--- src/verilog/wdt_pkg.sv ---
// constants of the watchdog / interval timer
// Operation
// - runaway detection: expiry without restart gives non-maskable interrupt or reset
// - overflow period selectable as 2^11, 2^13, 2^15 or 2^17 main clocks
// - interval mode raises an interrupt repeatedly at every overflow period
// - count clock select codes 00..11 pick main clock divided by 16/64/256/1024
// - reset clears both registers to zero; timer is stopped
// - mode/run register accepts single-bit and whole-byte writes
// - writing run bit 1 clears counter and starts counting; 0 means stopped
// - once run is 1, writing 0 has no effect; only reset stops it
// - mode 00 stop, 01 interval, 10 watchdog nmi, 11 watchdog reset
// - each mode bit once set ignores clears until reset
// - interval timing begins only when run bit is written with 1
// - first overflow after restart may be early; prescaler phase kept
// - watchdog mode written while irq flag is 1 raises nmi at write completion
// - interval interrupt gated by mask flag, highest maskable priority
// - counter runs in halt, stops in stop, stops when subsystem clock drives cpu
package wdt_pkg;
   localparam logic [15:0] WDT_CCS_ADDR = 16'hff42;
   localparam logic [15:0] WDT_MRR_ADDR = 16'hfff9;
   localparam logic [7:0] WDT_CCS_RESET = 8'h00;
   localparam logic [7:0] WDT_MRR_RESET = 8'h00;
   localparam int WDT_CLK_SEL_LOW_POS = 1;
   localparam int WDT_CLK_SEL_HIGH_POS = 2;
   localparam int WDT_MODE_LOW_POS = 3;
   localparam int WDT_MODE_HIGH_POS = 4;
   localparam int WDT_RUN_POS = 7;
   localparam logic [7:0] WDT_CCS_MASK = 8'h06;
   localparam logic [7:0] WDT_MRR_MASK = 8'h98;
   localparam int WDT_PRESCALE_W = 10;
   localparam int WDT_COUNT_W = 7;
   localparam int WDT_TAP0 = 3;
   localparam logic [6:0] WDT_COUNT_LAST = 7'h7f;
   localparam logic [1:0] WDT_MODE_STOP = 2'h0;
   localparam logic [1:0] WDT_MODE_INTERVAL = 2'h1;
   localparam logic [1:0] WDT_MODE_NMI = 2'h2;
   localparam logic [1:0] WDT_MODE_RESET = 2'h3;
endpackage

--- src/verilog/wdt_top.sv ---
// watchdog / interval timer with its two byte registers
`timescale 1ns/1ns
module wdt_top (
   input wire logic clk,
   input wire logic rst,
   input wire logic [15:0] addr,
   input wire logic wr_en,
   input wire logic bit_wr,
   input wire logic [2:0] bit_sel,
   input wire logic [7:0] wdata,
   input wire logic rd_en,
   output logic [7:0] rdata_q,
   input wire logic halt_mode,
   input wire logic stop_mode,
   input wire logic sub_clk_cpu,
   input wire logic watchdog_irq_flag,
   input wire logic watchdog_irq_mask,
   output logic interval_overflow_irq_q,
   output logic nmi_req_q,
   output logic sys_reset_req_q
);
   logic [7:0] ccs_q;
   logic [7:0] mrr_q;
   logic [9:0] presc_q;
   logic [6:0] count_q;
   logic [1:0] stop_s_q;
   logic [1:0] sub_s_q;
   logic [1:0] flag_s_q;
   logic [9:0] presc_prev_q;

   // register decode; write-once bits merge with held value
   wire ccs_hit = addr == wdt_pkg::WDT_CCS_ADDR;
   wire mrr_hit = addr == wdt_pkg::WDT_MRR_ADDR;
   wire ccs_wr = wr_en && ccs_hit && !bit_wr;
   wire mrr_wr = wr_en && mrr_hit;
   wire [7:0] bit_val = 8'h01 << bit_sel;
   wire [7:0] mrr_wval = bit_wr ? (wdata[0] ? (mrr_q | bit_val) : (mrr_q & ~bit_val)) : wdata;
   // write-once storage: an implemented bit may go from 0 to 1, never back
   wire [7:0] mrr_d;
   genvar gb;
   generate
      for (gb = 0; gb < 8; gb++)
      begin : g_mrr_bit
         // unused positions drop whatever is written
         assign mrr_d[gb] = wdt_pkg::WDT_MRR_MASK[gb] && (mrr_q[gb] || mrr_wval[gb]);
      end
   endgenerate
   // a bit write names one bit, so only a write aimed at run restarts the count;
   // otherwise setting a mode bit while running would quietly kick the watchdog
   wire bit_run_set = bit_wr && (bit_sel == 3'(wdt_pkg::WDT_RUN_POS)) && wdata[0];
   wire byte_run_set = !bit_wr && wdata[wdt_pkg::WDT_RUN_POS];
   wire run_write = mrr_wr && (bit_run_set || byte_run_set);
   wire [1:0] mode = {mrr_q[wdt_pkg::WDT_MODE_HIGH_POS], mrr_q[wdt_pkg::WDT_MODE_LOW_POS]};
   wire [1:0] clk_sel = {ccs_q[wdt_pkg::WDT_CLK_SEL_HIGH_POS], ccs_q[wdt_pkg::WDT_CLK_SEL_LOW_POS]};
   wire running = mrr_q[wdt_pkg::WDT_RUN_POS] && (mode != wdt_pkg::WDT_MODE_STOP);
   // halt keeps counting; stop or subsystem cpu clock freezes it
   wire frozen = stop_s_q[1] || sub_s_q[1];
   // halt_mode is not read: the counter simply runs on in halt
   // divide by 16/64/256/1024: taps two prescaler bits apart, one edge detector each;
   // edges come from the delayed copy, so a frozen prescaler gives no edge at all
   wire [3:0] tap_rise;
   genvar gt;
   generate
      for (gt = 0; gt < 4; gt++)
      begin : g_tap
         localparam int TAP_BIT = wdt_pkg::WDT_TAP0 + 2 * gt;
         assign tap_rise[gt] = presc_q[TAP_BIT] && !presc_prev_q[TAP_BIT];
      end
   endgenerate
   wire tick = tap_rise[clk_sel] && !frozen;
   // 128 ticks of the chosen tap make 2^11/2^13/2^15/2^17 clocks;
   // an overflow in the very cycle of a restart still fires: the kick came too late
   wire ovf = running && tick && (count_q == wdt_pkg::WDT_COUNT_LAST);
   // only the write that first sets the watchdog bit can raise the late request
   wire wd_mode_now = mrr_d[wdt_pkg::WDT_MODE_HIGH_POS] && !mrr_q[wdt_pkg::WDT_MODE_HIGH_POS];
   wire late_nmi = mrr_wr && wd_mode_now && flag_s_q[1];

   // input synchronisers for levels from outside
   always_ff @(posedge clk or posedge rst)
   begin
      if (rst)
      begin
         stop_s_q <= 2'h0;
         sub_s_q <= 2'h0;
         flag_s_q <= 2'h0;
      end
      else
      begin
         stop_s_q <= {stop_s_q[0], stop_mode};
         sub_s_q <= {sub_s_q[0], sub_clk_cpu};
         flag_s_q <= {flag_s_q[0], watchdog_irq_flag};
      end
   end

   // registers; reset clears both
   always_ff @(posedge clk or posedge rst)
   begin
      if (rst)
      begin
         ccs_q <= wdt_pkg::WDT_CCS_RESET;
         mrr_q <= wdt_pkg::WDT_MRR_RESET;
      end
      else
      begin
         if (ccs_wr)
            ccs_q <= wdata & wdt_pkg::WDT_CCS_MASK;
         if (mrr_wr)
            mrr_q <= mrr_d;
      end
   end

   // free-running prescaler, never cleared by a restart
   always_ff @(posedge clk or posedge rst)
   begin
      if (rst)
      begin
         presc_q <= 10'h000;
         presc_prev_q <= 10'h000;
      end
      else
      begin
         presc_prev_q <= presc_q;
         if (!frozen)
            presc_q <= presc_q + 10'h001;
      end
   end

   // main counter; run write clears it, overflow wraps for interval use
   always_ff @(posedge clk or posedge rst)
   begin
      if (rst)
         count_q <= 7'h00;
      else if (run_write)
         count_q <= 7'h00;
      else if (running && tick)
         count_q <= count_q + 7'h01;
   end

   // overflow outputs by mode, one-cycle pulses
   always_ff @(posedge clk or posedge rst)
   begin
      if (rst)
      begin
         interval_overflow_irq_q <= 1'b0;
         nmi_req_q <= 1'b0;
         sys_reset_req_q <= 1'b0;
      end
      else
      begin
         // mask gates only the interval interrupt
         interval_overflow_irq_q <= ovf && mode == wdt_pkg::WDT_MODE_INTERVAL
            && !watchdog_irq_mask;
         nmi_req_q <= (ovf && mode == wdt_pkg::WDT_MODE_NMI) || late_nmi;
         sys_reset_req_q <= ovf && mode == wdt_pkg::WDT_MODE_RESET;
      end
   end

   // read path; unused bits are already zero in storage
   always_ff @(posedge clk or posedge rst)
   begin
      if (rst)
         rdata_q <= 8'h00;
      else if (rd_en)
         rdata_q <= ccs_hit ? ccs_q : (mrr_hit ? mrr_q : 8'h00);
   end
endmodule

--- config.mk ---
export PLATFORM = sky130hd
export DESIGN_NAME = wdt_top
export DESIGN_NICKNAME = d
export VERILOG_FILES = /design/src/verilog/wdt_pkg.sv /design/src/verilog/wdt_top.sv
export SDC_FILE = /design/constraint.sdc
export NUM_CORES = 1
export LEC_CHECK = 0
export BUFFER_PORTS_ARGS = -buffer_cell sky130_fd_sc_hd__buf_2
export CORE_ASPECT_RATIO = 0.7
export CORE_MARGIN = 2
export CORE_UTILIZATION = 52
export DETAILED_ROUTE_END_ITERATION = 7
export PLACE_DENSITY = 0.79
export SLEW_MARGIN = 10
export SYNTH_ARGS = -nofsm -noshare
export SYNTH_HDL_FRONTEND = slang
export SYNTH_SLANG_ARGS = --single-unit
export TNS_END_PERCENT = 50
--- constraint.sdc ---
create_clock -name clk -period 2.35 [get_ports clk]
set_clock_uncertainty 0.15 [all_clocks]
set_input_delay 0.235 -clock clk [delete_from_list [all_inputs] [get_ports clk]]
set_output_delay 0.235 -clock clk [all_outputs]
set_load 0.01 [all_outputs]
Yosys cells after proc, flatten, opt, wreduce, memory -nomap -nowiden
Cells that the tools add are included.
Word-level totals
  flip-flop bits (word level): 49
  input bits: 37
  output and inout port bits: 11
  word-level logic and storage cells: 72
Cells by class
  add/sub/neg operators: 2
  magnitude comparators: 1
  eq/ne operators: 7
  shift-type cells: 1
  muxes and demuxes: 8
  bitwise logic cells: 3
  reduce and logical (&&, ||, !) cells: 38
Operators by type and width (count)
  $eq A16 B16 Y1 const B: 2
  $mux W8: 4
  $logic_and A1 B1 Y1: 22
  $mux W7: 2
  $add A10 B1 Y10 const B: 1
  $and A8 B8 Y8: 1
  $logic_not A1 Y1: 8
  $not A8 Y8: 1
  $or A8 B8 Y8: 1
  $shl A1 B3 Y8 const A: 1
  $add A7 B1 Y7 const B: 1
  $eq A7 B7 Y1 const B: 1
  $logic_or A1 B1 Y1: 6
  $eq A2 B2 Y1 const B: 2
  $reduce_bool A2 Y1: 2
  $eq A3 B3 Y1 const B: 1
  $lt A2 B3 Y1 const B: 1
  $bmux W1 S2: 1
  $eq A2 B1 Y1 const B: 1
  $mux W1: 1

Logic depth before layout (Yosys ltp)
  depth in word-level cells: 10
  mapped depth: 5
  gate-level depth less buffers: 4

Worst setup path before layout
OpenSTA, ideal clock, no wires.
  path type: flip-flop to flip-flop
  from: reg presc_prev_q[9]
  to: reg count_q[3]
  setup time: 0.073 ns
  data arrival time: 1.748 ns
  required time: 2.127 ns
  path slack: 0.379 ns
  cell stages (with the launch flop): 6
  path buffers: 1
  clock period less this slack: 1.971 ns
  cells stage by stage: dfrtp_1 > nand2b_1 > mux4_2 > buf_6 > or4_4 > a21oi_2
On the way
  word-level cells in the longest chain between the ends: 7
RTL lines
  start: declaration: line wdt_top.sv:29  | logic [9:0] presc_prev_q;
  start signal: assignment: line wdt_top.sv:122  | presc_prev_q <= presc_q;
  $logic_not A1 Y1: line wdt_top.sv:67  | assign tap_rise[gt] = presc_q[TAP_BIT] && !presc_prev_q[TAP_BIT];
  $logic_and A1 B1 Y1: line wdt_top.sv:67
  $bmux W1 S2: line wdt_top.sv:70  | wire tick = tap_rise[clk_sel] && !frozen;
  $mux W1 (implied by the code): line wdt_top.sv:70
  $logic_and A1 B1 Y1: line wdt_top.sv:70
  $logic_and A1 B1 Y1: line wdt_top.sv:135  | else if (running && tick)
  $reduce_bool A2 Y1 (no source line)
  end signal: assignment: line wdt_top.sv:136  | count_q <= count_q + 7'h01;
  end: declaration: line wdt_top.sv:25  | logic [6:0] count_q;
Every way passes these cells. The select of a mux whose other input is x is not followed.
A chain may end at the register's enable or synchronous reset.

Worst setup path after layout
  from: reg presc_q[5]
  to: reg count_q[6]
On the way
  word-level cells in the longest chain between the ends: 6
RTL lines
  start: declaration: line wdt_top.sv:24  | logic [9:0] presc_q;
  start signal: assignment: line wdt_top.sv:124  | presc_q <= presc_q + 10'h001;
  $logic_and A1 B1 Y1: line wdt_top.sv:67
  $bmux W1 S2: line wdt_top.sv:70
  $mux W1 (implied by the code): line wdt_top.sv:70
  $logic_and A1 B1 Y1: line wdt_top.sv:70
  $logic_and A1 B1 Y1: line wdt_top.sv:135
  $reduce_bool A2 Y1 (no source line)
Every way passes these cells. The select of a mux whose other input is x is not followed.

==> reports/results.tsv <==
metric	value	unit
outcome	finished, final reports clean	
place_area	2070	um^2
tightestPinTransition	0.545	ns
grt_pass1_wl	5.88	mm
r2r_end	count_q[6]$_DFFE_PP0P_	
grt.total_usage	0.202	
crit_type	reg -> reg	
overflow	0	
post-route-min-period	2.09	ns
r2r-start	presc_q[5]$_DFFE_PP0N_	
layout-drive-gt1-share	0.290	
start_util	0.559	
viasPerCell	5.43	
firstDrtPassIters	4	
clockBufferDepth	2	
yosysWarnings	0	
min_period_over_period	0.888	
syn2layout_area_growth	22.1	%
vias	1396	
required	2.40	ns
end_kind	flop	
netlist_instances	157	
routed_wl	3.59	mm
fin_tns_setup	0	ns
syn_area	1820	um^2
wl_per_cell	14.0	um
worstSkewPairLatency	0.29	ns
holdPathStages	2	
ys_seq_elements	40	
numPortBuffers	41	
final_cell_area	2220	um^2
syn_area_per_cell	11.6	um^2
postRouteAntennaNets	0	
cts_num_sinks	40	
antenna_cells	0	
hold_start	wdata[2]	
grt_max_degree	41	
pwr_density_cell	705	nW/um^2
final_nets	248	
cp-start-kind	flop	
row_count	17	
finalHoldViolCount	0	
cap_violations	0	
core-area	3250	um^2
maxSlewViolCount	0	
final-setup-viol-count	0	
crit_chain	nand2b_1 -> mux4_2 -> or4_1 -> a21oi_1	
ys_seq_area_frac	0.550	
path_max_fanout	13	
reg2reg_slack	0.26	ns
rr_worst_depth	4	
cts.clk_slew.worst_paths	0.07	ns
cts-htree-levels	2	
worstHoldEndpoint	ccs_q[2]$_DFFE_PP0P_	
die_x	74.7	um
drt_iter0_drc	64	
worst_slew_margin_rel	0.636	
critPathArrivalTime	2.14	ns
synth.distinct_cells	42	
fmax	479	MHz
die-area	4000	um^2
cts_setup_buffers	0	
cts_tree	yes	
critical_path.max_stage_delay	0.58	ns
hold_class	in -> reg	
chipHeight	53.5	um
rsz0062_at_grt	no	
p_leak	0.998	nW
place_hpwl	2.72	mm
gp_congestion	0.853	
critical-path-slowest-cell	mux4_2	
drcViolationCount	0	
pin_count	48	
grt_pass1_vias	1333	
cts_buffers	5	
antenna_found_initial	0	
root_buffer	clkbuf_8	
ir_worst_vdd	0.000485	V
[critical path, delay by kind of cell, from the launching register on]
| family | cells | cell delay (ns) |
|---|---|---|
| multiplexers | 1 | 0.58 |
| AND/OR/NAND/NOR | 2 | 0.62 |
| AO/OA/AOI/OAI | 1 | 0.17 |
| flip-flops | 1 | 0.48 |
[flip-flops by register name, summed over array words and instances, names as in the netlist]
signal                   flops
presc_prev_q                 4
interval_overflow_irq_q      1
ccs_q                        2
rdata_q                      5
stop_s_q                     2
mrr_q                        3
sub_s_q                      2
nmi_req_q                    1
flag_s_q                     2
count_q                      7
sys_reset_req_q              1
presc_q                     10
[cell families after synthesis]
family          after synthesis  share of synthesized area
simple gates                 63                      0.214
flops                        40                      0.550
compound gates               26                     0.0962
buf+inv                      10                     0.0309
xor+xnor                      9                     0.0433
mux                           6                     0.0495
fa+ha+maj                     2                     0.0137
other cells                   1                    0.00206
[power breakdown]
| group | total [mW] | switching, mW | internal [mW] |
|---|---|---|---|
| registers | 0.824 | 0.0694 | 0.755 |
| clock network | 0.536 | 0.221 | 0.315 |
| logic | 0.209 | 0.0994 | 0.109 |
| total | 1.57 | 0.390 | 1.18 |
[layout by cell type, fill, tap and decap left out, types with 4 or more instances in the layout]
master,n
a21oi_1,6
buf_2,41
clkbuf_8,5
dfrtp_1,40
dlygate4sd3_1,5
inv_1,6
mux2_2,4
nand2_1,9
nand2b_1,4
nand3_1,11
nand4_1,7
nor2b_1,4
o21ai_0,5
o31ai_1,4
or4_1,5
xnor2_1,7
[per-layer routing]
layer | share of wire | wire, um | vias to the layer above | GRT usage
li1 | - | - | 684 | -
met1 | 0.42 | 1500 | 670 | 0.250
met2 | 0.52 | 1880 | 38 | 0.344
met3 | 0.050 | 180 | 4 | 0.0552
met4 | 0.0081 | 29 | 0 | 0.0744
met5 | 0 | 0 | - | 0
[per-stage QoR]
step / setup slack, ns / util / power, mW / hold WS, ns / instances
final: 0.264 / 0.683 / 1.57 / 0.0299 / 257
after global routing: 0.0834 / 0.683 / 1.66 / 0.0313 / 257
after CTS: 0.263 / 0.683 / 1.59 / 0.0224 / 257
after detailed placement: 0.226 / 0.635 / 1.04 / 0.188 / 244
after global placement: 0.313 / 0.635 / 1.02 / 0.183 / 244
after floorplan: 0.379 / - / 0.983 / 0.116 / 159
[layout make-up]
cell class | count | area, um^2
sequential | 40 | 1000
fill | 267 | 1030
tap | 47 | 58.8
clock buffer | 6 | 72.6
multi-input combinational | 109 | 771
timing repair buffer | 47 | 263
inverter | 6 | 22.5
clock inverter | 2 | 35.0
[timing repair]
item,CTS,global route
hold buffers,5,0
resized for setup,0,0
hold endpoints to repair,44,0
[cells in the mapped netlist (all sizes together)]
master	count	area share
nand4bb	1	0.0062
buf	4	0.019
nor2b	4	0.014
nor3	3	0.0082
xnor2	7	0.034
a2bb2oi	1	0.0048
mux2	4	0.025
nor4bb	1	0.0055
mux4	2	0.025
o21bai	1	0.0041
o22a	1	0.0048
nand2	9	0.019
nor3b	2	0.011
dfrtp	40	0.55
o21ai	5	0.014
and3	3	0.010
ha	2	0.014
and4	2	0.0096
or2	2	0.0069
o2111ai	1	0.0048
xor2	2	0.0096
or4	6	0.027
or3	1	0.0034
o21a	2	0.0082
conb	1	0.0021
inv	6	0.012
nand2b	4	0.014
nor4	2	0.010
nor2	3	0.0062
o31ai	4	0.016
nand4	7	0.024
nand3	11	0.030
a22o	3	0.014
or4bb	1	0.0062
a21oi	7	0.021
and2	1	0.0034
o22ai	1	0.0034
[how the worst max path moves through the flow]
stage / from / endpoint / slack [ns] / depth (start not counted)
finish: presc_q[5]$_DFFE_PP0N_ / count_q[6]$_DFFE_PP0P_ / 0.26 / 4
floorplan: presc_prev_q[9]$_DFF_PP0_ / count_q[3]$_DFFE_PP0P_ / 0.38 / 5
detailed placement: addr[0] / ccs_q[1]$_DFFE_PP0P_ / 0.23 / 5
global route: sub_s_q[1]$_DFF_PP0_ / count_q[6]$_DFFE_PP0P_ / 0.08 / 4
CTS: presc_q[5]$_DFFE_PP0N_ / count_q[6]$_DFFE_PP0P_ / 0.26 / 4
global placement: addr[0] / ccs_q[2]$_DFFE_PP0P_ / 0.31 / 5
No activity file was read; power rests on OpenSTA's default activity.
